[config.mk]
export PLATFORM = sky130hd
export DESIGN_NAME = rbp_read_path
export DESIGN_NICKNAME = d
export VERILOG_FILES = /design/src/rtl/rbp_pkg.sv /design/src/rtl/rbp_q_if.sv /design/src/rtl/rbp_queue.sv /design/src/rtl/rbp_read_path.sv
export VERILOG_INCLUDE_DIRS = /design/src /design/src/rtl
export SDC_FILE = /design/constraint.sdc
export NUM_CORES = 1
export LEC_CHECK = 0
export BUFFER_PORTS_ARGS = -buffer_cell sky130_fd_sc_hd__buf_2
export CELL_PAD_IN_SITES_DETAIL_PLACEMENT = 1
export CELL_PAD_IN_SITES_GLOBAL_PLACEMENT = 1
export CORE_UTILIZATION = 52
export CTS_CLUSTER_SIZE = 28
export DETAILED_ROUTE_END_ITERATION = 12
export GPL_ROUTABILITY_DRIVEN = 0
export PLACE_DENSITY_LB_ADDON = 0.08
export SYNTH_ARGS = -nofsm -noshare
export SYNTH_HDL_FRONTEND = slang
export SYNTH_SLANG_ARGS = --single-unit
[constraint.sdc]
create_clock -name aclk -period 10.3 [get_ports aclk]
set_clock_uncertainty 0.15 [all_clocks]
set_input_delay 0.515 -clock aclk [delete_from_list [all_inputs] [get_ports aclk]]
set_output_delay 0.515 -clock aclk [all_outputs]
set_load 0.05 [all_outputs]
[src/rtl/rbp_defines.svh]
// register offsets, field positions and reset values of the read path
`ifndef RBP_DEFINES_SVH
`define RBP_DEFINES_SVH

// ==========================================================
// register byte offsets
`define RBP_OFF_LAT 8'h00
`define RBP_OFF_MODE 8'h04
`define RBP_OFF_TIM 8'h08
`define RBP_OFF_STAT 8'h0c
`define RBP_OFF_MWGAP 8'h10

// ==========================================================
// reset values and writable masks
`define RBP_LAT_RST 32'h00000414
`define RBP_LAT_MASK 32'h00000f3f
`define RBP_MODE_RST 32'h000000a4
`define RBP_MODE_MASK 32'h000000ff
`define RBP_TIM_RST 32'h00008210
`define RBP_TIM_MASK 32'h0000ffff

// ==========================================================
// field positions
`define RBP_LAT_RL_LSB 0
`define RBP_LAT_CRC_READ_LATENCY_LSB 8
`define RBP_MODE_CRC_BIT 0
`define RBP_MODE_INVDIS_BIT 1
`define RBP_MODE_ODT_BIT 2
`define RBP_MODE_HALF_BIT 3
`define RBP_MODE_HOLD_LSB 4
`define RBP_TIM_RAS_LSB 0
`define RBP_TIM_RTP_LSB 8
`define RBP_TIM_CCD_LSB 12

// ==========================================================
// burst and link timing
`define RBP_BURST_BEATS 16
`define RBP_DBI_ZERO_LIMIT 4
`define RBP_CMD_IDLE 14'h3000

`endif

[src/rtl/rbp_pkg.sv]
// types shared by the read path modules
package rbp_pkg;

    localparam int RBP_BANKS = 16;

    typedef enum logic [1:0] {
        RBP_IDLE,
        RBP_BURST,
        RBP_TAIL
    } rbp_state_t;

    typedef struct packed {
        logic [15:0] due;
        logic [3:0] bank;
        logic [5:0] col;
        logic ce;
    } rbp_entry_t;

endpackage

[src/rtl/rbp_q_if.sv]
// carrier between the read path and its pending-read store
`timescale 1ns/1ps
interface rbp_q_if
    import rbp_pkg::*;
();
    logic push;
    rbp_entry_t wdata;
    logic pop;
    rbp_entry_t head;
    logic empty;
    logic full;

    modport owner (output push, wdata, pop, input head, empty, full);
    modport store (input push, wdata, pop, output head, empty, full);
endinterface

[src/rtl/rbp_queue.sv]
// small memory of pending reads with a registered head
`timescale 1ns/1ps
module rbp_queue
    import rbp_pkg::*;
#(
    parameter int DEPTH = 4
)
(
    input wire logic aclk,
    input wire logic aresetn,
    rbp_q_if.store q
);
    localparam int AW = (DEPTH > 1) ? $clog2(DEPTH) : 1;

    // ==========================================================
    // elaboration check
    generate
        if (DEPTH < 2 || (1 << AW) != DEPTH)
        begin : g_bad
            $error("depth must be a power of two, 2 or more");
        end
    endgenerate

    rbp_entry_t mem_r [DEPTH];
    logic [AW:0] wr_ptr_r;
    logic [AW:0] rd_ptr_r;
    rbp_entry_t head_r;
    logic do_push;
    logic do_pop;

    assign q.empty = (wr_ptr_r == rd_ptr_r);
    assign q.full = (wr_ptr_r[AW] != rd_ptr_r[AW])
        && (wr_ptr_r[AW-1:0] == rd_ptr_r[AW-1:0]);
    assign do_push = q.push && !q.full;
    assign do_pop = q.pop && !q.empty;
    assign q.head = head_r;

    // ==========================================================
    // storage
    always_ff @(posedge aclk)
    begin
        if (do_push)
        begin
            mem_r[wr_ptr_r[AW-1:0]] <= q.wdata;
        end
    end

    always_ff @(posedge aclk)
    begin
        if (!aresetn)
        begin
            wr_ptr_r <= '0;
            rd_ptr_r <= '0;
        end
        else
        begin
            if (do_push)
            begin
                wr_ptr_r <= wr_ptr_r + 1'b1;
            end
            if (do_pop)
            begin
                rd_ptr_r <= rd_ptr_r + 1'b1;
            end
        end
    end

    // head lags pointers a cycle; reads come far apart
    always_ff @(posedge aclk)
    begin
        if (!aresetn)
        begin
            head_r <= '0;
        end
        else
        begin
            head_r <= mem_r[rd_ptr_r[AW-1:0]];
        end
    end
endmodule

[src/rtl/rbp_read_path.sv]
// read burst path of a graphics dram channel
// Function
// - no internal read-modify-write: masked gap equals column spacing
// - auto precharge after read-to-precharge time and row active count
// - each read gives sixteen beats, never cut short
// - execute flag low: no access, no data, hold pattern
// - first beat base read latency periods after read
// - after last burst drive ones, termination on within one tck
// - termination off: lines undriven after a burst
// - read at minimum spacing continues data with no gap
// - inversion flag high for true, low for inverted, per byte
// - inversion on when disable bit 0, off when 1
// - crc on error pin at base plus crc read latency
// - error pin has full-rate and half-rate formats
// - auto precharge at earliest explicit precharge time
`timescale 1ns/1ps
`include "rbp_defines.svh"
module rbp_read_path
    import rbp_pkg::*;
#(
    parameter int QDEPTH = 4,
    parameter int MAX_CRC_READ_LATENCY = 15
)
(
    input wire logic aclk,
    input wire logic aresetn,
    input wire logic [7:0] s_axi_awaddr,
    input wire logic s_axi_awvalid,
    output logic s_axi_awready,
    input wire logic [31:0] s_axi_wdata,
    input wire logic [3:0] s_axi_wstrb,
    input wire logic s_axi_wvalid,
    output logic s_axi_wready,
    output logic [1:0] s_axi_bresp,
    output logic s_axi_bvalid,
    input wire logic s_axi_bready,
    input wire logic [7:0] s_axi_araddr,
    input wire logic s_axi_arvalid,
    output logic s_axi_arready,
    output logic [31:0] s_axi_rdata,
    output logic [1:0] s_axi_rresp,
    output logic s_axi_rvalid,
    input wire logic s_axi_rready,
    input wire logic link_clk,
    input wire logic cmd_read_n,
    input wire logic cmd_act_n,
    input wire logic cmd_ap_ca,
    input wire logic cmd_ce,
    input wire logic [3:0] cmd_bank,
    input wire logic [5:0] cmd_col,
    output logic array_rd_en,
    output logic [13:0] array_addr,
    input wire logic [15:0] array_rd_data,
    output logic [15:0] dq_o,
    output logic dq_oe_n,
    output logic [1:0] inversion_flag_o,
    output logic [1:0] error_detect_pin_o,
    output logic odt_on,
    output logic [RBP_BANKS-1:0] precharge_o
);
    localparam int DL = 2 * MAX_CRC_READ_LATENCY;

    generate
        if (QDEPTH < 2 || MAX_CRC_READ_LATENCY < 1 || MAX_CRC_READ_LATENCY > 15)
        begin : g_bad
            $error("bad queue depth or crc latency");
        end
    endgenerate

    function automatic logic [8:0] rbp_dbi(input logic [7:0] d,
        input logic en);
        int zeros;
        zeros = 0;
        for (int i = 0; i < 8; i++)
        begin
            zeros = zeros + ((d[i] == 1'b0) ? 1 : 0);
        end
        if (en && zeros > `RBP_DBI_ZERO_LIMIT)
        begin
            return {1'b0, ~d};
        end
        return {1'b1, d};
    endfunction

    function automatic logic [31:0] rbp_wr(input logic [31:0] old,
        input logic [31:0] d, input logic [3:0] strb, input logic [31:0] m);
        logic [31:0] r;
        r = old;
        for (int i = 0; i < 4; i++)
        begin
            if (strb[i])
            begin
                r[i*8 +: 8] = d[i*8 +: 8];
            end
        end
        return r & m;
    endfunction

    // ==========================================================
    // register file
    logic [31:0] lat_r, mode_r, tim_r;
    logic [7:0] aw_addr_r;
    logic aw_full_r, w_full_r;
    logic [31:0] w_data_r;
    logic [3:0] w_strb_r;
    logic [15:0] burst_cnt_r;
    logic [5:0] base_rl;
    logic [3:0] crc_read_latency, rtp_time, ccd;
    logic [7:0] ras_cycles;
    logic crc_en, inv_en, odt_en, half_rate;
    logic [3:0] hold_pat;
    logic [31:0] stat_word;
    logic q_full;

    assign base_rl = lat_r[`RBP_LAT_RL_LSB +: 6];
    assign crc_read_latency = lat_r[`RBP_LAT_CRC_READ_LATENCY_LSB +: 4];
    assign crc_en = mode_r[`RBP_MODE_CRC_BIT];
    assign inv_en = !mode_r[`RBP_MODE_INVDIS_BIT];
    assign odt_en = mode_r[`RBP_MODE_ODT_BIT];
    assign half_rate = mode_r[`RBP_MODE_HALF_BIT];
    assign hold_pat = mode_r[`RBP_MODE_HOLD_LSB +: 4];
    assign ras_cycles = tim_r[`RBP_TIM_RAS_LSB +: 8];
    assign rtp_time = tim_r[`RBP_TIM_RTP_LSB +: 4];
    assign ccd = tim_r[`RBP_TIM_CCD_LSB +: 4];

    assign s_axi_awready = !aw_full_r;
    assign s_axi_wready = !w_full_r;
    assign s_axi_arready = !s_axi_rvalid;

    always_ff @(posedge aclk)
    begin
        if (!aresetn)
        begin
            aw_full_r <= 1'b0;
            w_full_r <= 1'b0;
            aw_addr_r <= 8'h00;
            w_data_r <= 32'h00000000;
            w_strb_r <= 4'h0;
            s_axi_bvalid <= 1'b0;
            s_axi_bresp <= 2'h0;
            lat_r <= `RBP_LAT_RST;
            mode_r <= `RBP_MODE_RST;
            tim_r <= `RBP_TIM_RST;
        end
        else
        begin
            if (s_axi_awvalid && !aw_full_r)
            begin
                aw_full_r <= 1'b1;
                aw_addr_r <= s_axi_awaddr;
            end
            if (s_axi_wvalid && !w_full_r)
            begin
                w_full_r <= 1'b1;
                w_data_r <= s_axi_wdata;
                w_strb_r <= s_axi_wstrb;
            end
            if (s_axi_bvalid && s_axi_bready)
            begin
                s_axi_bvalid <= 1'b0;
            end
            if (aw_full_r && w_full_r && !s_axi_bvalid)
            begin
                aw_full_r <= 1'b0;
                w_full_r <= 1'b0;
                s_axi_bvalid <= 1'b1;
                s_axi_bresp <= 2'h0;
                case ({aw_addr_r[7:2], 2'b00})
                    `RBP_OFF_LAT: lat_r <= rbp_wr(lat_r, w_data_r,
                        w_strb_r, `RBP_LAT_MASK);
                    `RBP_OFF_MODE: mode_r <= rbp_wr(mode_r, w_data_r,
                        w_strb_r, `RBP_MODE_MASK);
                    `RBP_OFF_TIM: tim_r <= rbp_wr(tim_r, w_data_r,
                        w_strb_r, `RBP_TIM_MASK);
                    `RBP_OFF_STAT, `RBP_OFF_MWGAP: ;
                    default: s_axi_bresp <= 2'h2;
                endcase
            end
        end
    end

    rbp_state_t state_r;

    assign stat_word = {14'h0000, q_full, (state_r != RBP_IDLE),
        burst_cnt_r};

    always_ff @(posedge aclk)
    begin
        if (!aresetn)
        begin
            s_axi_rvalid <= 1'b0;
            s_axi_rdata <= 32'h00000000;
            s_axi_rresp <= 2'h0;
        end
        else if (s_axi_rvalid)
        begin
            if (s_axi_rready)
            begin
                s_axi_rvalid <= 1'b0;
            end
        end
        else if (s_axi_arvalid)
        begin
            s_axi_rvalid <= 1'b1;
            s_axi_rresp <= 2'h0;
            case ({s_axi_araddr[7:2], 2'b00})
                `RBP_OFF_LAT: s_axi_rdata <= lat_r;
                `RBP_OFF_MODE: s_axi_rdata <= mode_r;
                `RBP_OFF_TIM: s_axi_rdata <= tim_r;
                `RBP_OFF_STAT: s_axi_rdata <= stat_word;
                // no internal read-modify-write, so gap is column spacing
                `RBP_OFF_MWGAP: s_axi_rdata <= {28'h0000000, ccd};
                default:
                begin
                    s_axi_rdata <= 32'h00000000;
                    s_axi_rresp <= 2'h2;
                end
            endcase
        end
    end

    // ==========================================================
    // link sampling
    logic [2:0] lclk_sync_r;
    logic [13:0] cmd_s1_r, cmd_s2_r;
    logic rise_ev, fall_ev, beat_ev;
    logic s_read_n, s_act_n, s_ap, s_ce;
    logic [3:0] s_bank;
    logic [5:0] s_col;

    always_ff @(posedge aclk)
    begin
        if (!aresetn)
        begin
            lclk_sync_r <= 3'h0;
            cmd_s1_r <= `RBP_CMD_IDLE;
            cmd_s2_r <= `RBP_CMD_IDLE;
        end
        else
        begin
            lclk_sync_r <= {lclk_sync_r[1:0], link_clk};
            cmd_s1_r <= {cmd_read_n, cmd_act_n, cmd_ap_ca, cmd_ce,
                cmd_bank, cmd_col};
            cmd_s2_r <= cmd_s1_r;
        end
    end

    assign rise_ev = lclk_sync_r[1] && !lclk_sync_r[2];
    assign fall_ev = !lclk_sync_r[1] && lclk_sync_r[2];
    assign beat_ev = rise_ev || fall_ev;
    assign {s_read_n, s_act_n, s_ap, s_ce, s_bank, s_col} = cmd_s2_r;

    // ==========================================================
    // command capture and scheduling
    rbp_q_if q ();
    logic [15:0] tck_cnt_r;
    logic [15:0] slack;
    logic rd_acc, start_ok, ap_wait_r;
    logic [3:0] ap_bank_r;
    logic [3:0] beat_r, cur_bank_r;
    logic [5:0] cur_col_r;
    logic cur_ce_r;

    rbp_queue #(.DEPTH(QDEPTH)) u_queue (
        .aclk(aclk),
        .aresetn(aresetn),
        .q(q.store)
    );

    assign q_full = q.full;
    assign rd_acc = rise_ev && !s_read_n;
    assign q.push = rd_acc;
    // first beat after base latency
    assign q.wdata = '{due: tck_cnt_r + {10'h000, base_rl},
        bank: s_bank, col: s_col, ce: s_ce};
    assign slack = tck_cnt_r - q.head.due;
    // start only at a burst boundary
    assign start_ok = rise_ev && !q.empty && !slack[15]
        && (state_r != RBP_BURST || beat_r == 4'hf);
    assign q.pop = start_ok;

    always_ff @(posedge aclk)
    begin
        if (!aresetn)
        begin
            tck_cnt_r <= 16'h0000;
            ap_wait_r <= 1'b0;
            ap_bank_r <= 4'h0;
        end
        else
        begin
            if (rise_ev)
            begin
                tck_cnt_r <= tck_cnt_r + 16'h0001;
            end
            if (rd_acc)
            begin
                ap_wait_r <= 1'b1;
                ap_bank_r <= s_bank;
            end
            else if (fall_ev)
            begin
                ap_wait_r <= 1'b0;
            end
        end
    end

    // ==========================================================
    // burst sequencer
    always_ff @(posedge aclk)
    begin
        if (!aresetn)
        begin
            state_r <= RBP_IDLE;
            beat_r <= 4'h0;
            cur_bank_r <= 4'h0;
            cur_col_r <= 6'h00;
            cur_ce_r <= 1'b0;
            burst_cnt_r <= 16'h0000;
        end
        else if (start_ok)
        begin
            state_r <= RBP_BURST;
            beat_r <= 4'h0;
            cur_bank_r <= q.head.bank;
            cur_col_r <= q.head.col;
            cur_ce_r <= q.head.ce;
            burst_cnt_r <= burst_cnt_r + 16'h0001;
        end
        else
        begin
            case (state_r)
                RBP_BURST:
                begin
                    if (rise_ev && beat_r == 4'hf)
                    begin
                        // drive ones only if termination follows
                        state_r <= odt_en ? RBP_TAIL : RBP_IDLE;
                    end
                    else if (beat_ev && beat_r != 4'hf)
                    begin
                        beat_r <= beat_r + 4'h1;
                    end
                end
                RBP_TAIL:
                begin
                    if (rise_ev)
                    begin
                        state_r <= RBP_IDLE;
                    end
                end
                default: state_r <= RBP_IDLE;
            endcase
        end
    end

    // ==========================================================
    // array fetch and output drive
    logic ev_d_r;
    logic [8:0] enc [2];
    logic [1:0] par;

    always_ff @(posedge aclk)
    begin
        if (!aresetn)
        begin
            array_rd_en <= 1'b0;
            array_addr <= 14'h0000;
            ev_d_r <= 1'b0;
        end
        else
        begin
            ev_d_r <= beat_ev;
            // no array access without execute
            array_rd_en <= start_ok ? q.head.ce
                : (beat_ev && state_r == RBP_BURST && beat_r != 4'hf
                && cur_ce_r);
            if (start_ok)
            begin
                array_addr <= {q.head.bank, q.head.col, 4'h0};
            end
            else if (beat_ev && state_r == RBP_BURST)
            begin
                array_addr <= {cur_bank_r, cur_col_r, beat_r + 4'h1};
            end
        end
    end

    generate
        for (genvar l = 0; l < 2; l++)
        begin : g_lane
            assign enc[l] = rbp_dbi(array_rd_data[l*8 +: 8], inv_en);
            assign par[l] = ^enc[l];
        end
    endgenerate

    always_ff @(posedge aclk)
    begin
        if (!aresetn)
        begin
            dq_o <= 16'hffff;
            inversion_flag_o <= 2'h3;
            dq_oe_n <= 1'b1;
            odt_on <= 1'b0;
        end
        else if (array_rd_en)
        begin
            dq_o <= {enc[1][7:0], enc[0][7:0]};
            inversion_flag_o <= {enc[1][8], enc[0][8]};
            dq_oe_n <= 1'b0;
            odt_on <= 1'b0;
        end
        else if (ev_d_r)
        begin
            dq_o <= 16'hffff;
            inversion_flag_o <= 2'h3;
            dq_oe_n <= (state_r != RBP_TAIL);
            odt_on <= odt_en && state_r != RBP_TAIL
                && !(state_r == RBP_BURST && cur_ce_r);
        end
    end

    // ==========================================================
    // error detect pin
    // parity stands in for crc: cheap, beat-aligned
    logic [DL*4-1:0] dl_r;
    logic [3:0] rec, tapv;
    logic [1:0] hidx_r;
    int tap;

    assign rec = {array_rd_en && crc_en, !beat_r[0], par};
    assign tap = 2 * ((crc_read_latency == 4'h0) ? 1
        : ((int'(crc_read_latency) > MAX_CRC_READ_LATENCY) ? MAX_CRC_READ_LATENCY : int'(crc_read_latency))) - 1;
    assign tapv = dl_r[tap*4 +: 4];

    always_ff @(posedge aclk)
    begin
        if (!aresetn)
        begin
            dl_r <= '0;
            hidx_r <= 2'h0;
            error_detect_pin_o <= 2'h0;
        end
        else if (ev_d_r)
        begin
            dl_r <= {dl_r[DL*4-5:0], rec};
            if (tapv[3] && (!half_rate || tapv[2]))
            begin
                error_detect_pin_o <= tapv[1:0];
            end
            else if (!tapv[3])
            begin
                // slots with no crc beat send hold pattern; skipped half-rate crc slots keep the last value
                error_detect_pin_o <= {2{hold_pat[hidx_r]}};
                hidx_r <= hidx_r + 2'h1;
            end
        end
    end

    // ==========================================================
    // auto precharge per bank
    generate
        for (genvar b = 0; b < RBP_BANKS; b++)
        begin : g_bank
            logic [7:0] ras_r;
            logic [3:0] rtp_r;
            logic pend_r, pre_r, fire, ap_ev;

            assign ap_ev = fall_ev && ap_wait_r && s_ap
                && ap_bank_r == 4'(b);
            assign fire = pend_r && rtp_r == 4'h0 && ras_r >= ras_cycles;
            assign precharge_o[b] = pre_r;

            always_ff @(posedge aclk)
            begin
                if (!aresetn)
                begin
                    ras_r <= 8'h00;
                    rtp_r <= 4'h0;
                    pend_r <= 1'b0;
                    pre_r <= 1'b0;
                end
                else
                begin
                    pre_r <= fire;
                    if (rise_ev && !s_act_n && s_bank == 4'(b))
                    begin
                        ras_r <= 8'h00;
                    end
                    else if (rise_ev && ras_r != 8'hff)
                    begin
                        ras_r <= ras_r + 8'h01;
                    end
                    if (rd_acc && s_bank == 4'(b))
                    begin
                        rtp_r <= rtp_time;
                    end
                    else if (rise_ev && rtp_r != 4'h0)
                    begin
                        rtp_r <= rtp_r - 4'h1;
                    end
                    // a new request in the firing cycle is kept
                    if (ap_ev)
                    begin
                        pend_r <= 1'b1;
                    end
                    else if (fire)
                    begin
                        pend_r <= 1'b0;
                    end
                end
            end
        end
    endgenerate
endmodule

; ---- Word level (Yosys, flattened, before mapping)
; Memories as Yosys holds them, arrays and structs flattened. A register that Yosys moved wholly into a read port is not among the register bits.
; Cells that the tools add are included.
[word_totals]
inputBits = 90
romBits = 0
mem_count = 1
output_inout_bits = 94
reg_bits = 575
ramBits = 108
latchBits = 0
elab_cells = 641
[memory_table]
columns = memory, depth, width, rd, rd_clocked_by_memory_dff, write_ports, line_no
row1 = u_queue.mem_r, 4, 27, 1, 1, 1, rbp_queue.sv:24  ; rbp_entry_t mem_r [DEPTH];
[op_classes]
reduce_logical = 268
bitwise_logic = 7
div = 0
n_shift = 1
eq_ne = 68
mux = 117
n_addsub = 55
magnitude_cmp = 19
mul = 0
[ops]
columns = cell, n
row1 = 1-bit logical AND, 141
row2 = 4-bit 2-to-1 mux, 33
row3 = "8-bit by 1-bit adder with 8-bit output, second input constant", 16
row4 = 8-bit >= comparator, 16
row5 = "8-bit != test, second input constant", 16
row6 = 120-bit by 8-bit indexed part select with 4-bit output, 1
row7 = 18-bit one-hot mux with 5 select lines, 1
row8 = 4-bit logical NOT, 19
row9 = 2-bit nonzero test, 37
row10 = "4-bit == test, second input constant", 17
row11 = 1-bit 2-to-1 mux, 64
row12 = 4-bit nonzero test, 16
row13 = "4-bit by 1-bit subtractor with 4-bit output, second input constant", 16
row14 = 2-bit OR reduction, 19
row15 = 9-bit 2-to-1 mux, 4
row16 = "16-bit by 1-bit adder with 16-bit output, second input constant", 2
row17 = "4-bit by 3-bit == test with 1-bit output, second input constant", 8
row18 = 16-bit 2-to-1 mux, 2
row19 = 14-bit 2-to-1 mux, 2
row20 = "6-bit by 2-bit == test with 1-bit output, second input constant", 4
row21 = 3-bit AND reduction, 7
row22 = 2-bit 2-to-1 mux, 9
row23 = 9-bit parity, 2
row24 = 16-bit by 6-bit adder with 16-bit output, 1
row25 = other kinds (36), 82

; ---- Depth between registers and ports, before layout
; Gate-level depths: netlist of the first run.
[depth]
word_depth = 13
ltp_mapped = 15
ltp_nobuf = 14

; ---- Hierarchy
; From an unflattened synthesis of the first run, not the netlist that was laid out.
[unflattened]
cells_unflattened = 3365
hier_area_um2 = 32508.7
[by_module_without_submodules]
columns = mod, area_per_inst_um2, instances, cells_per_inst, seq_area_each_um2
row1 = rbp_read_path, 27326.2, 1, 3097, 11030.6
row2 = rbp_queue, 5182.5, 1, 268, 3903.7

; ---- Least setup slack after synthesis of the first run
; OpenSTA, ideal clock, no wires.
[synth_timing]
kind = input to register
startpoint = input array_rd_data[0]
endpoint = register dl_r[0]
required_ns = 10.022
path_slack_ns = 5.983
arrival_time_ns = 4.039
n_path_buf = 1
setup_time_ns = 0.128
stages = 15
path_cell_list = fa_1 -> inv_1 -> fa_1 -> fa_1 -> ha_1 -> inv_1 -> fa_1 -> nand2b_1 -> a221o_1 -> nand2_1 -> a21oi_1 -> buf_1 -> xnor3_1 -> mux2i_1 -> nor2_1
[synth_between]
elab_chain_cells = 13
elab_cells_between_ends = 15
classes_between = add/sub (7) / order compare (1) / mux (4) / bitwise (1) / reduce/logical (2)
[synth_lines]
columns = element, line_no
row1 = "start, declared", rbp_read_path.sv:53  ; input wire logic [15:0] array_rd_data,
row2 = 1-bit 2-to-1 mux, rbp_read_path.sv:76  ; zeros = zeros + ((d[i] == 1'b0) ? 1 : 0);
row3 = 1-bit by 1-bit adder with 2-bit output, rbp_read_path.sv:76
row4 = 2-bit by 1-bit adder with 3-bit output, rbp_read_path.sv:76
row5 = 3-bit by 1-bit adder with 4-bit output, rbp_read_path.sv:76
row6 = 4-bit by 1-bit adder with 5-bit output, rbp_read_path.sv:76
row7 = 5-bit by 1-bit adder with 6-bit output, rbp_read_path.sv:76
row8 = 6-bit by 1-bit adder with 7-bit output, rbp_read_path.sv:76
row9 = 7-bit by 1-bit adder with 8-bit output, rbp_read_path.sv:76
row10 = 8-bit by 3-bit > comparator with 1-bit output (no line), n/a
row11 = 1-bit logical AND (no line), n/a
row12 = 1-bit 2-to-1 mux, rbp_read_path.sv:78  ; if (en && zeros > `RBP_DBI_ZERO_LIMIT)
row13 = 9-bit 2-to-1 mux *, rbp_read_path.sv:82  ; return {1'b1, d};
row14 = 9-bit parity *, rbp_read_path.sv:393  ; assign par[l] = ^enc[l];
row15 = "end signal, assigned", rbp_read_path.sv:446  ; dl_r <= {dl_r[DL*4-5:0], rec};
row16 = "end, declared", rbp_read_path.sv:426  ; logic [DL*4-1:0] dl_r;
; Every way passes the cells marked *; elsewhere a longest branch is shown, timed or not. The select of a mux whose other input is x is not followed.
; A chain may end at the register's enable or synchronous reset.

; ---- Worst setup path after layout of the first run
; Same ends and word-level chain as after synthesis.

==> flow_summary.toml, run 1 <==
[pwr]
peakVddDrop_mv = 0.1467
totalPowerFinal_w = 0.005933
pwr_density_cell_mw_per_mm2 = 161.0
power_leakage_nw = 14.21

[die]
core-area_mm2 = 0.06183
fp.dieArea_mm2 = 0.06369
die_w_um = 252.4
die_h_um = 252.4
rows = 91
io_pins = 184
start_util = 0.5272

[layout]
final_util = 0.5960
regArea_mm2 = 0.01494
area_delta_synth_final_pct = 13.04
drive_gt1_frac = 0.1066
multi_input_area_mm2 = 0.01649
num-fill-cells = 6823
final_nets = 3782

[yosys]
synthFlopType = "dfxtp_1"
synth-compound-area-share = 0.09385
synth_warnings = 0
synthMuxAreaShare = 0.1072
synth_top_family_by_area = "simple AND/OR/NAND/NOR gates"
async_flop_share = 0
synth-adder-area-share = 0.08191
seq_area_frac_synth = 0.4582
syn-cell-area_mm2 = 0.03260
syn_inst = 3350
yosys.area_share.simple = 0.1663
syn_area_per_cell_um2 = 9.730
synth_edf_count = 108
synth_xor_area_frac = 0.05405
synth.distinct_cells = 72
synth-seq-cells = 692

[timing]
hold_viol_final = 0
max_freq_mhz = 218.9
rsz0062_at_grt = "false"
tns_ns = 0
worst_slack_ns = 5.732
relSlewSlack = 0.1785
setup_viol = 0
drv_slew = 0
hold_ws_ns = 0.03448
min_period_ns = 4.568
finalCritPeriodShare = 0.4435
worst_pin_slew_ns = 1.232

[detailed_routing]
num_vias = 25096
ant_nets = 0
drc = 0
dr.pass1.iters = 5
drt-total-wl_um = 90780
drt_iter0_markers = 1392
via_per_inst = 5.723
wl_per_cell_um = 20.70

[min_path]
hp-class = "input pin to flip-flop"

[global_route]
use_met1 = 0.3455
grt-busiest-layer = "met2"
grt_pass1_vias = 27066
antenna_found_initial = 3
grtUsageMet3 = 0.04861
overflow = 0
grt_max_degree = 141
grt_pass1_wl_um = 145200
grt.met2_usage = 0.5150
groute.usage.overall = 0.2865

[cts]
cts.sink_count = 692
cts_tree = "done"
cts_root_buf = "clkbuf_16"
cts_max_path_buffers = 3
insertion_delay_ns = 0.63
clk_pin_slew_ns = 0.06
h-tree-depth = 3
numCtsBuffers = 77

[run]
max-cap-violations = 0

[setup_path]
critPathCaptureType = "flip-flop"
cp_max_fo = 10
start_kind = "input pin"
worst_path_largest_cell_delay_ns = 0.93
critPathKind = "input pin to flip-flop"
crit_buf_inv = 3
cp_slowest_cell = "a21oi_1"
critical-path-top-delay-family = "adder cells"
arrival_ns = 4.89
path_cells = "buf_2 -> fa_1 -> inv_1 -> fa_1 -> fa_1 -> ha_1 -> inv_1 -> fa_1 -> nand2b_1 -> a221o_1 -> nand2_1 -> a21oi_1 -> xnor3_1 -> mux2i_1 -> nor2_1"
crit_top_cell = "fa_1"
cp.required_ns = 10.62

[place]
dp_hpwl_um = 59220
place_ws_ns = 5.122
io_buffers = 145

[status]
status = "finished clean"
sequential cells by signal (all words and copies together), names as in the netlist, 16 cells and up:
register        count
burst_cnt_r        16
dl_r              120
dq_o               16
g_bank.pend_r      16
g_bank.pre_r       16
g_bank.ras_r      128
g_bank.rtp_r       64
s_axi_rdata        18
tck_cnt_r          16
tim_r              16
u_queue.mem_r     108
u_queue.q.head     27
w_data_r           16
final timing paths:
path | startpoint | end | slack [ns] | cells past startpoint
setup reg to reg | lat_r[11]$_SDFFE_PN0P_ | error_detect_pin_o[1]$_SDFFE_PN0P_ | 5.78 | 10
hold / removal | s_axi_wdata[0] | w_data_r[0]$_SDFFE_PN0P_ | 0.03 | 3
hold reg to reg | cmd_s1_r[12]$_SDFF_PN1_ | cmd_s2_r[12]$_SDFF_PN1_ | 0.26 | 1
setup / recovery | array_rd_data[0] | dl_r[0]$_SDFFE_PN0P_ | 5.73 | 15
synth_stat cells, types with 3 or more instances:
cell       instances  area, µm²
a2111oi_0          4      35.03
a211o_1            4      35.03
a211oi_1          64      480.5
a21o_1            58      435.4
a21oi_1          146      730.7
a222oi_1           4      40.04
a22o_1             7      61.31
a22oi_1           13      97.59
a311oi_1           4      35.03
a31oi_1           24      150.1
and2_1            60      375.4
and3_1            28      175.2
and4_1             4      35.03
buf_1             20      75.07
buf_2              7      35.03
buf_4             34      255.2
clkbuf_1         105      394.1
dfxtp_1          584      11690
edfxtp_1         108       3243
fa_1               9      180.2
ha_1             199       2490
inv_1            126      473.0
mux2_2            22      247.7
mux2i_1          242       2422
mux4_2            36      810.8
nand2_1          301       1130
nand2b_1          67      419.2
nand3_1           73      365.4
nand4_1           48      300.3
nor2_1           444       1667
nor2b_1            8      50.05
nor3_1            88      440.4
nor3_4             3      48.80
nor3b_1            8      60.06
nor4_1             8      50.05
o211ai_1          15      112.6
o21a_1             9      67.56
o21ai_0           61      305.3
o21ai_1           17      85.08
o21bai_1          14      105.1
o31a_1            12      105.1
o31ai_1            4      30.03
or3_1             27      168.9
xnor2_1           84      735.7
xor2_1           112      980.9
worst reg2reg max path, cell delays in order (launching register included):
cell and delay, ns:
dfxtp_1 0.79, nor3_4 0.14, or2_4 0.29, inv_2 0.35
ha_1 0.64, inv_1 0.48, nor3_1 0.31, o21ai_0 0.18
o211ai_1 0.57, o21ai_0 0.26, a311oi_1 0.27
per-layer routing:
layer | up-vias | routed length [µm]
li1 | 11905 | -
met1 | 12527 | 38440
met2 | 498 | 45790
met3 | 162 | 4134
met4 | 4 | 2397
met5 | - | 20
power breakdown:
part	internal (W)	switching (W)	total [W]
clock network	0.00166	0.00115	0.00281
registers	0.00276	0.0000266	0.00279
logic	0.000124	0.000205	0.000329
cell type report:
class | count | share of cell area
diodes | 1 | 0.00006791
clock buffers | 108 | 0.06102
clock inverters | 34 | 0.009304
inverters | 128 | 0.01324
multi-input cells | 2378 | 0.4475
flip-flops and latches | 692 | 0.4055
well taps | 837 | 0.02842
repair buffers | 207 | 0.03501
cells in the final DEF, fill, tap and decap left out, types with 37 or more instances in the layout:
master | synthesis | final
dfxtp_1 | 584 | 581
nor2_1 | 444 | 443
nand2_1 | 301 | 301
mux2i_1 | 242 | 242
ha_1 | 199 | 199
a21oi_1 | 146 | 145
buf_2 | 7 | 144
inv_1 | 126 | 125
xor2_1 | 112 | 112
edfxtp_1 | 108 | 108
nor3_1 | 88 | 88
xnor2_1 | 84 | 84
clkbuf_16 | 0 | 81
nand3_1 | 73 | 73
nand2b_1 | 67 | 67
a211oi_1 | 64 | 64
o21ai_0 | 61 | 61
a21o_1 | 58 | 58
and2_1 | 60 | 56
nand4_1 | 48 | 48
dlygate4sd3_1 | 0 | 37
kinds of logic after synthesis:
| kind of cell | count (synthesis) |
|---|---|
| multiplexers | 301 |
| buffers and inverters | 295 |
| adder cells (fa/ha/maj) | 208 |
| flip-flops | 692 |
| AO/OA/AOI/OAI | 476 |
| XOR/XNOR | 198 |
| other | 1 |
| AND/OR/NAND/NOR | 1179 |
what timing repair did:
action                                 4_1_cts  5_1_grt
resized for setup                            0        0
buffers inserted                             0        0
hold buffers                                37        0
endpoints found under the hold margin       37        0
metrics by stage:
stage | instance area [µm²] | instances
floorplan | 32650 | 3365
global placement | 33880 | 4205
detailed placement | 33880 | 4205
CTS | 36840 | 4384
global route | 36850 | 4385
finish | 36850 | 4385
Note: power is estimated with default switching activity, not from simulation.
==> inputs of run 2 (changes only) <==
- ABC_AREA: unset -> 1
- CORE_UTILIZATION: 52 -> 41
- clock period: 10.3 -> 4 ns (I/O delays scaled with it)
==> flow_summary.toml, run 2 <==
[setup_path]
start_kind = "input pin"
r2r-start = "lclk_sync_r[1]$_SDFF_PN0_"
cp_max_fo = 8
critPathKind = "input pin to flip-flop"
r2r_cells = 9
critPathLaunch = "array_rd_data[8]"
cp.required_ns = 4.35
r2r_slack_ns = 0.72
reg2reg_to = "g_bank[4].ras_r[5]$_SDFFE_PP0P_"
critPathCapture = "dq_o[15]$_SDFFE_PN1P_"
critPathCaptureType = "flip-flop"
arrival_ns = 4.16

[layout]
largest_reg_flops = 128
num-fill-cells = 9694
layout_common_cells = "664 x nand2_1, 582 x dfxtp_1, 545 x inv_1, 498 x nor2_1, 434 x a21oi_1"
final_nets = 4695
top_register = "g_bank.ras_r"
area_delta_synth_final_pct = 16.13
n_antenna_cell = 0
drive_gt1_frac = 0.08085
fin_area_mm2 = 0.03816
final_common_cell = "nand2_1"

[yosys]
syn-cell-area_mm2 = 0.03286
yosysMostFrequentCell = "nand2_1"
synth_common_cells = "664 x nand2_1, 584 x dfxtp_1, 548 x inv_1, 502 x nor2_1, 435 x a21oi_1"
synthFlopType = "dfxtp_1"
syn_inst = 4203
synth_top_cells_by_area = "dfxtp_1 36%, edfxtp_1 9.9%, nand2_1 7.6%"
synth.distinct_cells = 57
seq_area_frac_synth = 0.4545
synth_top_cell_area_share = 0.3558
synth-seq-cells = 692
yosysTopAreaCell = "dfxtp_1"
async_flop_share = 0
synth_edf_count = 108
syn_area_per_cell_um2 = 7.818
synth_warnings = 0

[timing]
finalCritPeriodShare = 0.9511
setup_viol = 0
hold_viol_final = 0
tns_ns = 0
min_period_ns = 3.804
drv_slew = 0
relSlewSlack = 0.3216
rsz0062_at_grt = "false"
max_freq_mhz = 262.9
worst_pin_slew_ns = 1.018

[cts]
clk_pin_slew_ns = 0.06
cts_max_path_buffers = 3
h-tree-depth = 3
cts_tree = "done"
insertion_delay_ns = 0.65
numCtsBuffers = 81
cts.sink_count = 692
cts_root_buf = "clkbuf_16"

[detailed_routing]
wl_per_cell_um = 17.57
drt_iter0_markers = 1338
via_per_inst = 5.178
drc = 0
drt-total-wl_um = 96910
dr.pass1.iters = 5
ant_nets = 0
num_vias = 28557

[die]
fp.dieArea_mm2 = 0.08128
die_h_um = 285.1
die_w_um = 285.1
start_util = 0.4153
rows = 103
io_pins = 184
core-area_mm2 = 0.07913

[pwr]
pwr_density_cell_mw_per_mm2 = 419.6
power_leakage_nw = 16.27
totalPowerFinal_w = 0.01601
peakVddDrop_mv = 0.2891

[global_route]
overflow = 0
grt_max_degree = 168
antenna_found_initial = 1
grt_pass1_wl_um = 155600
groute.usage.overall = 0.2375
grt_pass1_vias = 28629

[place]
place_area_mm2 = 0.03453
io_buffers = 145
dp_hpwl_um = 65540

[run]
max-cap-violations = 0

[status]
status = "finished clean"

[min_path]
hp-class = "input pin to flip-flop"
## run 2: final cells by class
cell class	instances	area (µm²)	area share
Clock inverter	32	395.4	0.01036
Multi-Input combinational cell	2800	15100	0.3957
Tap cell	1050	1314	0.03443
Inverter	557	2100	0.05502
Timing Repair Buffer	265	1887	0.04945
Sequential cell	692	14940	0.3915
Clock buffer	119	2426	0.06358
## run 2: worst min-delay path by stage
stage                    startpoint                     endpoint  slack [ns]  depth (start not counted)
global route        s_axi_araddr[4]  s_axi_rresp[1]$_SDFFE_PN0P_        0.11                          7
CTS                 s_axi_araddr[4]  s_axi_rresp[1]$_SDFFE_PN0P_        0.01                          7
floorplan                cmd_col[0]       cmd_s1_r[0]$_SDFF_PN0_        0.15                          2
global placement         cmd_col[0]       cmd_s1_r[0]$_SDFF_PN0_        0.23                          3
detailed placement       cmd_col[4]       cmd_s1_r[4]$_SDFF_PN0_        0.24                          3
finish              s_axi_araddr[4]  s_axi_rresp[1]$_SDFFE_PN0P_        0.03                          7
## run 2: metal layers
| metal | part of all wire | global-route usage | wire, µm |
|---|---|---|---|
| met1 | 0.49 | 0.3303 | 47310 |
| met2 | 0.45 | 0.3791 | 43290 |
| met3 | 0.047 | 0.04280 | 4508 |
| met4 | 0.019 | 0.06016 | 1797 |
| met5 | 0.00010 | 0 | 10 |
## run 2: critical path, cell delays in order
cell,delay [ns]
dlygate4sd3_1,0.53
buf_2,0.15
fa_1,0.53
inv_1,0.05
fa_1,0.47
fa_1,0.54
ha_1,0.17
inv_1,0.06
fa_1,0.38
xnor2_1,0.13
o21ai_0,0.09
o21ai_0,0.08
nand2_1,0.12
buf_4,0.18
a21oi_1,0.13
o21ai_0,0.14
o21ai_0,0.12
nand2_1,0.09
## run 2: timing repair
action | CTS | global route
hold endpoints to repair | 119 | 0
setup endpoints to repair | 0 | 1
setup buffers | 0 | 0
gates resized for setup | 0 | 1
hold buffers | 80 | 0
## run 2: power by group
group	total, W	switching (W)	internal (W)	leakage [nW]
registers	0.00729	0.0000977	0.00719	5.76
logic	0.000966	0.000637	0.000329	9.12
clock network	0.00776	0.00317	0.00459	1.39
total	0.0160	0.00391	0.0121	16.3
## run 2: logic make-up (layout without fill, tap and decap cells)
family | Yosys count | after routing | share of synthesized area
simple gates | 1486 | 1486 | 0.1873
compound gates | 999 | 999 | 0.1644
buf+inv | 726 | 973 | 0.08815
flops | 692 | 692 | 0.4545
fa+ha+maj | 208 | 208 | 0.08126
xor+xnor | 91 | 91 | 0.02426
other cells | 1 | 16 | 0.0001141
## run 2: metrics by stage
step / cells / hold WS [ns] / utilization / worst slack, ns
global placement: 5284 / 0.2350 / 0.4364 / 0.3261
detailed placement: 5284 / 0.2358 / 0.4364 / 0.2090
global route: 5515 / 0.1132 / 0.4822 / 0.001762
finish: 5515 / 0.03118 / 0.4822 / 0.1958
CTS: 5515 / 0.01106 / 0.4822 / 0.3482
floorplan: 4218 / 0.1476 / - / 0.4032
